### config.mk
export PLATFORM = sky130hd
export DESIGN_NAME = reset_stop_recovery_control
export DESIGN_NICKNAME = d
export VERILOG_FILES = /design/src/rtl/rst_ctrl_pkg.sv /design/src/rtl/sync3_filter.sv /design/src/rtl/reset_timer.sv /design/src/rtl/reset_stop_recovery_control.sv
export SDC_FILE = /design/constraint.sdc
export NUM_CORES = 1
export LEC_CHECK = 0
export BUFFER_PORTS_ARGS = -buffer_cell sky130_fd_sc_hd__buf_2
export CELL_PAD_IN_SITES_DETAIL_PLACEMENT = 1
export CELL_PAD_IN_SITES_GLOBAL_PLACEMENT = 1
export CORE_ASPECT_RATIO = 0.7
export CORE_MARGIN = 2
export CORE_UTILIZATION = 44
export DETAILED_ROUTE_END_ITERATION = 10
export PLACE_DENSITY = 0.95
export SLEW_MARGIN = 20
export SYNTH_ARGS = -nofsm -noshare
export SYNTH_HDL_FRONTEND = slang
export SYNTH_SLANG_ARGS = --single-unit
### constraint.sdc
create_clock -name clk_i -period 3.46 [get_ports clk_i]
set_clock_uncertainty 0.1 [all_clocks]
set_input_delay 0.519 -clock clk_i [delete_from_list [all_inputs] [get_ports clk_i]]
set_output_delay 0.519 -clock clk_i [all_outputs]
set_load 0.05 [all_outputs]
### src/rtl/rst_ctrl_pkg.sv
// Constants shared by the reset and stop mode recovery controller
// ****************************************************************
// Contract
// - Power-on detection places the device in system reset.
// - Supply below the safe level causes a brown-out system reset.
// - Watchdog time-out resets only when the reset-select option bit is set.
// - Reset pin resets only while its alternate reset function is enabled.
// - Writing 1 to debugger control bit 0 performs a system reset.
// - In STOP mode a watchdog time-out starts a stop mode recovery.
// - In STOP mode a change on an enabled recovery input starts recovery.
// - Stop mode recovery is a distinct reset type, not a system reset.
// - Crystal oscillator enabled lengthens the system reset duration.
// - Reset pin pulses shorter than three clocks are ignored.
// - Reset is held until the power-on counter expires after power-up.
// - After power-on reset the power-on flag in watchdog control is 1.
// - A debugger reset leaves the debugger unit itself untouched.
// ****************************************************************
package rst_ctrl_pkg;

  // ****************************************************************
  // Register offsets (byte addresses, one word each)
  // ****************************************************************
  localparam logic [7:0] OFS_DBG_CTL = 8'h00;
  localparam logic [7:0] OFS_WDT_CTL = 8'h04;
  localparam logic [7:0] OFS_CAUSE = 8'h08;
  localparam logic [7:0] OFS_IRQ_STAT = 8'h0c;
  localparam logic [7:0] OFS_IRQ_MASK = 8'h10;
  localparam logic [7:0] OFS_SMR_EN = 8'h14;

  // ****************************************************************
  // Field positions
  // ****************************************************************
  localparam int DBG_RESET_BIT = 0;
  localparam int POR_FLAG_BIT = 0;
  localparam int CAUSE_W = 6;
  localparam int CAUSE_POR = 0;
  localparam int CAUSE_BO = 1;
  localparam int CAUSE_WDT = 2;
  localparam int CAUSE_PIN = 3;
  localparam int CAUSE_DBG = 4;
  localparam int CAUSE_SMR = 5;

  // ****************************************************************
  // Reset values
  // ****************************************************************
  localparam logic [CAUSE_W-1:0] CAUSE_RST = 6'h00;
  localparam logic [CAUSE_W-1:0] MASK_RST = 6'h00;
  localparam logic [7:0] SMR_EN_RST = 8'h00;

  // ****************************************************************
  // Timing
  // ****************************************************************
  localparam int CLK_PERIOD_NS = 8;
  localparam int RESET_TIME_NS = 2000;
  localparam int XTAL_TIME_NS = 16000;
  localparam int RESET_CYCLES = (RESET_TIME_NS + CLK_PERIOD_NS - 1) / CLK_PERIOD_NS;
  localparam int XTAL_CYCLES = (XTAL_TIME_NS + CLK_PERIOD_NS - 1) / CLK_PERIOD_NS;
  localparam int PIN_MIN_CYCLES = 3;
  localparam int TIMER_W = 12;

  // Controller states, one-hot
  typedef enum logic [2:0] {
    ST_RUN = 3'b001,
    ST_HOLD = 3'b010,
    ST_RECOVER = 3'b100
  } rst_state_t;

endpackage : rst_ctrl_pkg

### src/rtl/sync3_filter.sv
// Three-stage synchroniser whose output follows only when stages two and three agree
`timescale 1ns/1ps
`default_nettype none
module sync3_filter #(
  parameter int WIDTH = 1,
  parameter logic [WIDTH-1:0] RESET_VAL = '0
) (
  // Clock and reset
  input wire logic clk_i,
  input wire logic rst_i,
  // Asynchronous inputs and their filtered image
  input wire logic [WIDTH-1:0] d_i,
  output logic [WIDTH-1:0] q_o
);

  logic [WIDTH-1:0] s1_q;
  logic [WIDTH-1:0] s2_q;
  logic [WIDTH-1:0] s3_q;
  logic [WIDTH-1:0] q_q;

  // Stage one feeds stage two only, to keep metastability contained
  always_ff @(posedge clk_i) begin
    if (rst_i) begin
      s1_q <= RESET_VAL;
      s2_q <= RESET_VAL;
      s3_q <= RESET_VAL;
    end else begin
      s1_q <= d_i;
      s2_q <= s1_q;
      s3_q <= s2_q;
    end
  end

  // Output bit updates only where the two settled stages agree
  always_ff @(posedge clk_i) begin
    if (rst_i) begin
      q_q <= RESET_VAL;
    end else begin
      q_q <= ((s2_q ~^ s3_q) & s3_q) | ((s2_q ^ s3_q) & q_q);
    end
  end

  assign q_o = q_q;

endmodule : sync3_filter
`default_nettype wire

### src/rtl/reset_timer.sv
// Down counter that stretches the system reset after the last request
`timescale 1ns/1ps
`default_nettype none
module reset_timer #(
  parameter int WIDTH = 12
) (
  // Clock and reset
  input wire logic clk_i,
  input wire logic rst_i,
  // Load strobe and length
  input wire logic load_i,
  input wire logic [WIDTH-1:0] value_i,
  // Progress
  output logic busy_o,
  output logic [WIDTH-1:0] count_o
);

  logic [WIDTH-1:0] count_q;

  // Reloads every cycle a request is held, so counting starts on release
  always_ff @(posedge clk_i) begin
    if (rst_i) begin
      count_q <= '0;
    end else if (load_i) begin
      count_q <= value_i;
    end else if (count_q != '0) begin
      count_q <= count_q - 1'b1;
    end
  end

  assign busy_o = (count_q != '0);
  assign count_o = count_q;

endmodule : reset_timer
`default_nettype wire

### src/rtl/reset_stop_recovery_control.sv
// Reset and stop mode recovery controller with a Wishbone register slave
`timescale 1ns/1ps
`default_nettype none
module reset_stop_recovery_control #(
  parameter int GPIO_W = 8,
  parameter int RESET_CYCLES_P = rst_ctrl_pkg::RESET_CYCLES,
  parameter int XTAL_CYCLES_P = rst_ctrl_pkg::XTAL_CYCLES
) (
  // Clock and reset
  input wire logic clk_i,
  input wire logic rst_i,
  // Wishbone classic slave
  input wire logic wb_cyc_i,
  input wire logic wb_stb_i,
  input wire logic wb_we_i,
  input wire logic [7:0] wb_adr_i,
  input wire logic [3:0] wb_sel_i,
  input wire logic [31:0] wb_dat_i,
  output logic [31:0] wb_dat_o,
  output logic wb_ack_o,
  // Asynchronous reset sources
  input wire logic por_detect_i,
  input wire logic brownout_detect_i,
  input wire logic wdt_timeout_i,
  input wire logic reset_pin_n_i,
  input wire logic [GPIO_W-1:0] gpio_i,
  // Static configuration from option bits and port setup
  input wire logic watchdog_reset_select_i,
  input wire logic reset_pin_af_en_i,
  input wire logic xtal_enable_i,
  // Core power mode
  input wire logic stop_mode_i,
  // Reset outputs
  output logic sys_rst_o,
  output logic debugger_rst_o,
  output logic stop_recovery_o,
  // Interrupt
  output logic irq_o
);

  localparam int SYNC_W = GPIO_W + 4;
  localparam int PIN_CNT_W = 2;
  localparam logic [PIN_CNT_W-1:0] PIN_LAST = PIN_CNT_W'(rst_ctrl_pkg::PIN_MIN_CYCLES - 1);
  localparam logic [rst_ctrl_pkg::TIMER_W-1:0] RESET_LOAD =
    rst_ctrl_pkg::TIMER_W'(RESET_CYCLES_P);
  localparam logic [rst_ctrl_pkg::TIMER_W-1:0] XTAL_LOAD =
    rst_ctrl_pkg::TIMER_W'(XTAL_CYCLES_P);
  // Pin idles high, all other sources idle low
  localparam logic [SYNC_W-1:0] SYNC_RST = {{GPIO_W{1'b0}}, 4'h8};

  // ****************************************************************
  // Synchronisation of asynchronous sources
  // ****************************************************************
  logic [SYNC_W-1:0] sync_raw;
  logic [SYNC_W-1:0] sync_s;
  logic por_s;
  logic bo_s;
  logic wdt_s;
  logic pin_n_s;
  logic [GPIO_W-1:0] gpio_s;

  assign sync_raw = {gpio_i, reset_pin_n_i, wdt_timeout_i, brownout_detect_i, por_detect_i};

  // All asynchronous inputs pass the same filter before use
  sync3_filter #(
    .WIDTH(SYNC_W),
    .RESET_VAL(SYNC_RST)
  ) u_sync (
    .clk_i(clk_i),
    .rst_i(rst_i),
    .d_i(sync_raw),
    .q_o(sync_s)
  );

  assign por_s = sync_s[0];
  assign bo_s = sync_s[1];
  assign wdt_s = sync_s[2];
  assign pin_n_s = sync_s[3];
  assign gpio_s = sync_s[SYNC_W-1:4];

  // ****************************************************************
  // Edge detection and pin width filter
  // ****************************************************************
  logic wdt_prev_q;
  logic [GPIO_W-1:0] gpio_prev_q;
  logic [PIN_CNT_W-1:0] pin_cnt_q;
  logic wdt_rise;
  logic pin_act;
  logic pin_req;
  logic wdt_rst_req;
  logic [GPIO_W-1:0] gpio_chg;
  logic [GPIO_W-1:0] smr_en_q;
  logic smr_evt;

  // Previous levels for edge detection
  always_ff @(posedge clk_i) begin
    if (rst_i) begin
      wdt_prev_q <= 1'b0;
      gpio_prev_q <= '0;
    end else begin
      wdt_prev_q <= wdt_s;
      gpio_prev_q <= gpio_s;
    end
  end

  assign wdt_rise = wdt_s & ~wdt_prev_q;
  assign pin_act = ~pin_n_s & reset_pin_af_en_i;

  // Counts consecutive low cycles; any gap restarts the count
  always_ff @(posedge clk_i) begin
    if (rst_i) begin
      pin_cnt_q <= '0;
    end else if (!pin_act) begin
      pin_cnt_q <= '0;
    end else if (pin_cnt_q != PIN_LAST) begin
      pin_cnt_q <= pin_cnt_q + 1'b1;
    end
  end

  assign pin_req = pin_act && (pin_cnt_q == PIN_LAST);
  // Time-out resets only in run mode with reset behaviour selected
  assign wdt_rst_req = wdt_rise & watchdog_reset_select_i & ~stop_mode_i;
  // Disabled recovery pins are masked out
  assign gpio_chg = (gpio_s ^ gpio_prev_q) & smr_en_q;
  assign smr_evt = stop_mode_i & (wdt_rise | (|gpio_chg));

  // ****************************************************************
  // Request combination and sequencing
  // ****************************************************************
  rst_ctrl_pkg::rst_state_t state_q;
  rst_ctrl_pkg::rst_state_t state_d;
  logic dbg_req;
  logic any_req;
  logic smr_go;
  logic start;
  logic release_rst;
  logic timer_busy;
  logic [rst_ctrl_pkg::TIMER_W-1:0] timer_cnt;
  logic [rst_ctrl_pkg::TIMER_W-1:0] load_val;
  logic [rst_ctrl_pkg::CAUSE_W-1:0] req_vec;

  assign any_req = por_s | bo_s | wdt_rst_req | pin_req | dbg_req;
  assign smr_go = (state_q == rst_ctrl_pkg::ST_RUN) && !any_req && smr_evt;
  assign start = (state_q != rst_ctrl_pkg::ST_HOLD) && any_req;
  assign release_rst = (state_q == rst_ctrl_pkg::ST_HOLD) && !any_req && !timer_busy;
  // Longer hold gives the crystal time to start
  assign load_val = xtal_enable_i ? XTAL_LOAD : RESET_LOAD;

  reset_timer #(
    .WIDTH(rst_ctrl_pkg::TIMER_W)
  ) u_timer (
    .clk_i(clk_i),
    .rst_i(rst_i),
    .load_i(any_req),
    .value_i(load_val),
    .busy_o(timer_busy),
    .count_o(timer_cnt)
  );

  // Next state: reset wins over recovery when both arrive together
  always_comb begin
    state_d = state_q;
    case (state_q)
      rst_ctrl_pkg::ST_RUN: begin
        if (any_req) begin
          state_d = rst_ctrl_pkg::ST_HOLD;
        end else if (smr_go) begin
          state_d = rst_ctrl_pkg::ST_RECOVER;
        end
      end
      rst_ctrl_pkg::ST_HOLD: begin
        if (release_rst) begin
          state_d = rst_ctrl_pkg::ST_RUN;
        end
      end
      rst_ctrl_pkg::ST_RECOVER: begin
        state_d = any_req ? rst_ctrl_pkg::ST_HOLD : rst_ctrl_pkg::ST_RUN;
      end
      default: begin
        state_d = rst_ctrl_pkg::ST_HOLD;
      end
    endcase
  end

  // State register
  always_ff @(posedge clk_i) begin
    if (rst_i) begin
      state_q <= rst_ctrl_pkg::ST_HOLD;
    end else begin
      state_q <= state_d;
    end
  end

  assign sys_rst_o = (state_q == rst_ctrl_pkg::ST_HOLD);
  assign stop_recovery_o = (state_q == rst_ctrl_pkg::ST_RECOVER);

  // Debugger unit sees only supply-driven resets, never its own request
  always_ff @(posedge clk_i) begin
    if (rst_i) begin
      debugger_rst_o <= 1'b1;
    end else begin
      debugger_rst_o <= por_s | bo_s;
    end
  end

  // ****************************************************************
  // Wishbone slave
  // ****************************************************************
  logic ack_q;
  logic [31:0] dat_q;
  logic [31:0] rd_val;
  logic wr_fire;
  logic dbg_ctl_q;
  logic por_pend_q;
  logic por_flag_q;
  logic [rst_ctrl_pkg::CAUSE_W-1:0] cause_q;
  logic [rst_ctrl_pkg::CAUSE_W-1:0] stat_q;
  logic [rst_ctrl_pkg::CAUSE_W-1:0] mask_q;
  logic [rst_ctrl_pkg::CAUSE_W-1:0] req_prev_q;
  logic [rst_ctrl_pkg::CAUSE_W-1:0] ev_vec;
  logic [rst_ctrl_pkg::CAUSE_W-1:0] stat_clr;
  logic por_clr;

  // Ack one cycle after the request, dropped the cycle after
  always_ff @(posedge clk_i) begin
    if (rst_i) begin
      ack_q <= 1'b0;
    end else begin
      ack_q <= wb_cyc_i & wb_stb_i & ~ack_q;
    end
  end

  // Write lands on the edge where the master sees ack
  assign wr_fire = wb_cyc_i & wb_stb_i & wb_we_i & ack_q & wb_sel_i[0];

  // Read mux; unmapped offsets read as zero
  always_comb begin
    rd_val = 32'h0000_0000;
    case (wb_adr_i)
      rst_ctrl_pkg::OFS_DBG_CTL: rd_val[rst_ctrl_pkg::DBG_RESET_BIT] = dbg_ctl_q;
      rst_ctrl_pkg::OFS_WDT_CTL: rd_val[rst_ctrl_pkg::POR_FLAG_BIT] = por_flag_q;
      rst_ctrl_pkg::OFS_CAUSE: rd_val[rst_ctrl_pkg::CAUSE_W-1:0] = cause_q;
      rst_ctrl_pkg::OFS_IRQ_STAT: rd_val[rst_ctrl_pkg::CAUSE_W-1:0] = stat_q;
      rst_ctrl_pkg::OFS_IRQ_MASK: rd_val[rst_ctrl_pkg::CAUSE_W-1:0] = mask_q;
      rst_ctrl_pkg::OFS_SMR_EN: rd_val[GPIO_W-1:0] = smr_en_q;
      default: rd_val = 32'h0000_0000;
    endcase
  end

  // Read data captured at the first edge, stable through ack
  always_ff @(posedge clk_i) begin
    if (rst_i) begin
      dat_q <= 32'h0000_0000;
    end else if (wb_cyc_i && wb_stb_i && !ack_q) begin
      dat_q <= rd_val;
    end
  end

  assign wb_dat_o = dat_q;
  assign wb_ack_o = ack_q;

  // ****************************************************************
  // Software registers
  // ****************************************************************
  assign dbg_req = wr_fire && (wb_adr_i == rst_ctrl_pkg::OFS_DBG_CTL) &&
                   wb_dat_i[rst_ctrl_pkg::DBG_RESET_BIT];

  // Debugger reset bit reads 1 until the reset it started is released
  always_ff @(posedge clk_i) begin
    if (rst_i) begin
      dbg_ctl_q <= 1'b0;
    end else if (dbg_req) begin
      dbg_ctl_q <= 1'b1;
    end else if (release_rst) begin
      dbg_ctl_q <= 1'b0;
    end
  end

  // Mask and recovery enables
  always_ff @(posedge clk_i) begin
    if (rst_i) begin
      mask_q <= rst_ctrl_pkg::MASK_RST;
      smr_en_q <= GPIO_W'(rst_ctrl_pkg::SMR_EN_RST);
    end else if (wr_fire) begin
      if (wb_adr_i == rst_ctrl_pkg::OFS_IRQ_MASK) begin
        mask_q <= wb_dat_i[rst_ctrl_pkg::CAUSE_W-1:0];
      end
      if (wb_adr_i == rst_ctrl_pkg::OFS_SMR_EN) begin
        smr_en_q <= wb_dat_i[GPIO_W-1:0];
      end
    end
  end

  // Remember a power-on until its reset is released
  always_ff @(posedge clk_i) begin
    if (rst_i) begin
      por_pend_q <= 1'b1;
    end else if (por_s) begin
      por_pend_q <= 1'b1;
    end else if (release_rst) begin
      por_pend_q <= 1'b0;
    end
  end

  assign por_clr = wr_fire && (wb_adr_i == rst_ctrl_pkg::OFS_WDT_CTL) &&
                   wb_dat_i[rst_ctrl_pkg::POR_FLAG_BIT];

  // Power-on flag: set at release, write one to clear, set wins
  always_ff @(posedge clk_i) begin
    if (rst_i) begin
      por_flag_q <= 1'b0;
    end else if (release_rst && por_pend_q) begin
      por_flag_q <= 1'b1;
    end else if (por_clr) begin
      por_flag_q <= 1'b0;
    end
  end

  // Request vector in cause-bit order
  always_comb begin
    req_vec = '0;
    req_vec[rst_ctrl_pkg::CAUSE_POR] = por_s;
    req_vec[rst_ctrl_pkg::CAUSE_BO] = bo_s;
    req_vec[rst_ctrl_pkg::CAUSE_WDT] = wdt_rst_req;
    req_vec[rst_ctrl_pkg::CAUSE_PIN] = pin_req;
    req_vec[rst_ctrl_pkg::CAUSE_DBG] = dbg_req;
    req_vec[rst_ctrl_pkg::CAUSE_SMR] = smr_go;
  end

  // Cause: fresh at each new reset, accumulated while held
  always_ff @(posedge clk_i) begin
    if (rst_i) begin
      cause_q <= rst_ctrl_pkg::CAUSE_RST;
    end else if (start || smr_go) begin
      cause_q <= req_vec;
    end else if (state_q == rst_ctrl_pkg::ST_HOLD) begin
      cause_q <= cause_q | req_vec;
    end
  end

  // ****************************************************************
  // Interrupt status
  // ****************************************************************
  // Levels like power-on count once, on their rising edge
  always_ff @(posedge clk_i) begin
    if (rst_i) begin
      req_prev_q <= '0;
    end else begin
      req_prev_q <= req_vec;
    end
  end

  assign ev_vec = req_vec & ~req_prev_q;
  assign stat_clr = (wr_fire && (wb_adr_i == rst_ctrl_pkg::OFS_IRQ_STAT)) ?
                    wb_dat_i[rst_ctrl_pkg::CAUSE_W-1:0] : '0;

  // Sticky status, an event in the clearing cycle survives
  always_ff @(posedge clk_i) begin
    if (rst_i) begin
      stat_q <= '0;
    end else begin
      stat_q <= (stat_q & ~stat_clr) | ev_vec;
    end
  end

  assign irq_o = |(stat_q & mask_q);
endmodule : reset_stop_recovery_control
`default_nettype wire

-- Word-level counts from Yosys, hierarchy flattened
Index checks and enable logic that the tools add are counted.
- output and inout port bits: 37
- input bits: 65
- register bits: 119
- eq/ne operators: 13
- add/subtract/negate cells: 2
- reductions and logical operators: 31
- bitwise logic cells: 34
- mux-type cells: 18
- operators with widths (kind ; number):
    $and 12x12->12 ; 2
    $mux 12 ; 2
    $pmux 5 s4 ; 1
    $and 6x6->6 ; 3
    $mux 6 ; 3
    $eq 8x4->1 const B ; 2
    $eq 8x5->1 const B ; 2
    $logic_and 1x1->1 ; 14
    $not 6->6 ; 2
    $or 12x12->12 ; 1
    $or 6x6->6 ; 2
    $reduce_bool 12->1 ; 1
    $sub 12x1->12 const B ; 1
    $xnor 12x12->12 ; 1
    $xor 12x12->12 ; 1
    $mux 11 ; 1
    $and 1x1->1 ; 10
    $mux 3 ; 3
    $pmux 3 s3 ; 1
    $and 8x8->8 ; 1
    $eq 8x3->1 const B ; 1
    $logic_not 8->1 ; 1
    $reduce_bool 2->1 ; 4
    $reduce_or 8->1 ; 1
    other kinds (20) ; 37

-- Logic depth before layout (Yosys ltp)
- depth in word-level cells: 13
- mapped depth: 9
- mapped depth without buffers: 8

-- Cells and area by module
Synthesis repeated with hierarchy kept, for this count alone.
- cells, all modules: 517
- area total of the unflattened synthesis: 4914.7 um2
- by module, submodules not included (module ; area an instance (um2) ; sequential area each (um2) ; instances ; cells each):
    reset_stop_recovery_control ; 2737.6 ; 1181.1 ; 1 ; 308
    sync3_filter ; 1485.2 ; 960.9 ; 1 ; 124
    reset_timer ; 691.9 ; 240.2 ; 1 ; 85

-- Least setup slack after synthesis
Ideal clock, no wire load.
- path type: input -> register
- start point: input port wb_adr_i[5]
- end point: register u_timer.count_q[3], in the netlist u_timer.count_o[3]
- data arrival time: 2.169 ns
- path buffers: 1
- library setup time: 0.126 ns
- setup slack: 1.065 ns
- stages: 7
- cell sequence: or4_1 nor4_2 a41oi_2 clkbuf_1 nand2_1 o21ai_1 nor2b_1
- word-level cells in the longest chain between the ends: 5
- ends and longest elaborated chain (what ; line ; source):
    from (decl) ; reset_stop_recovery_control.sv:16 ; input wire logic [7:0] wb_adr_i,
    $logic_not 8->1 (*) ; reset_stop_recovery_control.sv:265 ; assign dbg_req = wr_fire && (wb_adr_i == rst_ctrl_pkg::OFS_DBG_CTL) &&
    $logic_and 1x1->1 (*) (2 in series) ; reset_stop_recovery_control.sv:265 ;
    $or 1x1->1 (*) ; reset_stop_recovery_control.sv:142 ; assign any_req = por_s | bo_s | wdt_rst_req | pin_req | dbg_req;
    $mux 12 / $reduce_bool 2->1 (equally long branches) ; n/a ;
    to (signal assigned) ; reset_timer.sv:25 ; count_q <= value_i;
    to (signal assigned) ; reset_timer.sv:27 ; count_q <= count_q - 1'b1;
    to (decl) ; reset_timer.sv:18 ; logic [WIDTH-1:0] count_q;
Every way passes the cells marked *; elsewhere a longest branch is shown, timed or not.
A chain may end at the register's enable or synchronous reset.

-- Worst setup path in the final report
- start point: register pin_cnt_q[0]
- end point: register cause_q[4] in the netlist's numbering
- word-level cells in the longest chain between the ends: 9
- ends and longest elaborated chain (what ; line ; source):
    from (decl) ; reset_stop_recovery_control.sv:86 ; logic [PIN_CNT_W-1:0] pin_cnt_q;
    from (signal assigned) ; reset_stop_recovery_control.sv:116 ; pin_cnt_q <= pin_cnt_q + 1'b1;
    $eq 2x2->1 (*) ; reset_stop_recovery_control.sv:120 ; assign pin_req = pin_act && (pin_cnt_q == PIN_LAST);
    $logic_and 1x1->1 (*) ; reset_stop_recovery_control.sv:120 ;
    $or 1x1->1 (*) (2 in series) ; reset_stop_recovery_control.sv:142 ;
    $logic_not 1->1 ; reset_stop_recovery_control.sv:143 ; assign smr_go = (state_q == rst_ctrl_pkg::ST_RUN) && !any_req && smr_evt;
    $logic_and 1x1->1 (2 in series) ; reset_stop_recovery_control.sv:143 ;
    $logic_or 1x1->1 (*) ; reset_stop_recovery_control.sv:334 ; end else if (start || smr_go) begin
    $mux 6 / $reduce_bool 2->1 (equally long branches) ; n/a ;
    to (signal assigned) ; reset_stop_recovery_control.sv:333 ; cause_q <= rst_ctrl_pkg::CAUSE_RST;
    to (signal assigned) ; reset_stop_recovery_control.sv:335 ; cause_q <= req_vec;
    to (signal assigned) ; reset_stop_recovery_control.sv:337 ; cause_q <= cause_q | req_vec;
    to (decl) ; reset_stop_recovery_control.sv:216 ; logic [rst_ctrl_pkg::CAUSE_W-1:0] cause_q;
Marks and branches as above.

==> run_results.csv <==
group,metric,value,unit
floorplanning,die_h,90.7,um
setup_path,path_cells,"inv_1, ha_1, nand3b_1, nand3_1, a41oi_2, a21oi_1, o32ai_1, a21o_1",
setup_path,cp-start-kind,"flop",
route,drc_errors,0,
final_layout,multiInputGateArea,0.00213,sq mm
global_route,grt_usage,22.6,%
final_layout,drive_gt1_share,18.2,%
synthesis,yosys-top-cells-area,"dfxtp_1, nor2b_1, a21oi_1",
place,dpl.cell_count,667,
floorplanning,coreArea,0.0104,sq mm
floorplanning,io_pins,102,
timing,finalCriticalPeriod,2630,ps
floorplanning,initial_utilization,45.5,%
final_layout,final_cell_mix,"dfxtp_1, nor2b_1, buf_2",
final_layout,final_util,54.2,%
final_layout,layout_commonest_cell,"dfxtp_1",
timing,finalSetupTns,0,ps
synthesis,synthMuxAreaShare,1.99,%
synthesis,yosys_warnings,0,
final_layout,area_delta_synth_final,19.2,%
final_layout,fill_cells,1186,
clock_tree,worst_skew_pair.late_latency,420,ps
final_layout,layout.cells.non_filler,699,
setup_path,slowest_stage,"o32ai_1",
timing,setup_viol,0,
synthesis,syn_area,0.00473,sq mm
global_route,grt_max_degree,56,
setup_path,cp_max_fo,10,
clock_tree,htreeDepth,4,
clock_tree,cts_buffers,17,
global_route,grt_pass1_vias,4010,
synthesis,ys_seq_elements,119,
route,dr_total_vias,3782,
synthesis,synthXorXnorAreaFrac,3.34,%
hold_path,min_path_type,"in -> reg",
floorplanning,dieArea,0.0116,sq mm
final_layout,final_cell_area,0.00563,sq mm
final_layout,nets,633,
setup_path,critical_path_class,"reg -> reg",
place,dp_hpwl,7890,um
timing,max_freq,381,MHz
outcome,status,"complete, no violations",
synthesis,synth_cell_types,51,
place,place_ws,549,ps
synthesis,synthAdderAreaFrac,3.71,%
timing,tightest_slew,692,ps
route,drt-initial-drc-count,284,
pwr,p_leak,2.41,nW
job,maxCapViolCount,0,
place,port_buffers,50,
synthesis,netlist_instances,504,
route,wl_per_cell,18.1,um
timing,fin_crit_sh,75.9,%
global_route,gr-total-overflow,0,
clock_tree,post_cts_buffers,0,
setup_path,cp-end-kind,"flop",
clock_tree,clkTransAtPathRegs,60,ps
route,final_antenna_net_count,0,
timing,hold_violations,0,
synthesis,synth_compound_area_share,11.5,%
clock_tree,cts_root_buf,"clkbuf_16",
route,finalWirelength,12700,um
global_route,grt_first_pass_wirelength,20300,um
clock_tree,clock-sinks,119,
synthesis,synth_top_family_by_area,"simple AND/OR/NAND/NOR gates",
setup_path,cp_slowest_stage_delay,610,ps
route,post_drt_via_cell_ratio,5.41,
clock_tree,cts_tree,"yes",
floorplanning,die_w,128,um
timing,slew_headroom,53.7,%
synthesis,synth-main-ff-cell,"dfxtp_1",
place,placed_area,0.00500,sq mm
pwr,peakVddDrop,387,uV
clock_tree,cts-resized-gates,0,
pwr,power_density,726,mW/mm^2
final_layout,seq_area,0.00238,sq mm
final_layout,num_antenna_cells,0,
synthesis,avgSynthCellArea,9.38,sq um
global_route,antenna_found_initial,0,
synthesis,async_reset_ff_share,0,%
synthesis,ys_seq_area_share,50.4,%
timing,drv_slew,0,
place,globalplace.congestion,0.840,
clock_tree,holdBufCountCts,0,
timing,rsz0062_at_grt,"false",
floorplanning,rows,31,
timing,finalWorstSetupSlack,833,ps
synthesis,synth_edf_count,0,
synthesis,synth-simple-area-share,22.6,%
setup_path,cp.arrival,2890,ps
synthesis,yosysTopAreaCell,"dfxtp_1",
clock_tree,clockBufferDepth,2,
route,dr.pass1.iters,4,
setup_path,cp.required,3720,ps
synthesis,synth_top_area_share,50.4,%
critical path: cells and delay by family (launching register included):
family          cells  cell delay (ps)
compound gates      4             1490
flops               1              350
simple gates        2              310
fa+ha+maj           1              260
buf+inv             1               50
registers in the layout, summed over array words and instances, names as in the netlist, 2 cells and up:
name / flops
cause_q: 6
stat_q: 6
gpio_prev_q: 8
u_timer.count_o: 12
wb_dat_o: 8
u_sync.s3_q: 12
req_prev_q: 6
u_sync.q_o: 12
u_sync.s2_q: 12
pin_cnt_q: 2
state_q: 3
u_sync.s1_q: 12
mask_q: 6
smr_en_q: 8
stage by stage:
stage	total power, mW	hold slack, ps
finish	4.09	190
global route	4.24	181
CTS	4.10	182
detailed placement	2.18	308
global placement	2.13	296
floorplan	2.06	289
report_power, final:
group | internal [mW] | switching [mW] | leakage, nW
logic | 0.253 | 0.409 | 1.14
clock network | 1.24 | 0.656 | 0.308
registers | 1.46 | 0.0791 | 0.968
total | 2.95 | 1.14 | 2.41
cell type report:
type	count	share of cell area, %
Inverter	8	0.533
Tap cell	132	2.93
Clock inverter	13	3.15
Timing Repair Buffer	55	5.15
Clock buffer	19	8.04
Sequential cell	119	42.3
Multi-Input combinational cell	353	37.9
synthesized netlist by cell type, drive strengths merged (2+ instances only):
cell type    n
nor4         3
a22oi        5
a222oi       2
a221oi       5
mux2i        6
or2          5
mux2         3
a211o        3
and3         3
nor2        45
or3b         2
o211ai       2
or4          4
xor2        11
nor2b       50
o21a         3
o21ai       11
nand4        5
or3          2
a21o         6
and2         2
buf         29
nand3       19
a21oi       44
ha          14
nand2b       2
nand3b       5
o31ai        3
inv          8
nor3        10
nand2       40
clkbuf      18
xnor2        7
dfxtp      119
routing by layer:
metal,GRT usage (%),share of wire (%),vias to the layer above
li1,-,-,1779
met1,26.7,42,1838
met2,38.4,50,130
met3,7.35,5.8,35
met4,8.33,2.2,0
met5,0,0,-
path summary, 6_finish.rpt:
| kind | from | to | slack [ps] | cells after the start |
|---|---|---|---|---|
| hold reg to reg | u_sync.s1_q[3] | u_sync.s2_q[3] | 320 | 1 |
| setup / recovery | pin_cnt_q[0] | cause_q[4] | 830 | 8 |
| hold / removal | reset_pin_n_i | u_sync.s1_q[3] | 190 | 2 |
| setup reg to reg | pin_cnt_q[0] | cause_q[4] | 830 | 8 |
kinds of logic (layout without fill, tap and decap cells):
family                   after synthesis  in the layout
XOR/XNOR                              18             18
other                                  1             24
AND/OR/NAND/NOR                      201            201
AO/OA/AOI/OAI                         87             87
multiplexers                           9              9
flip-flops                           119            119
buffers and inverters                 55             95
adder cells (fa/ha/maj)               14             14
No activity file was read; power rests on OpenSTA's default activity.
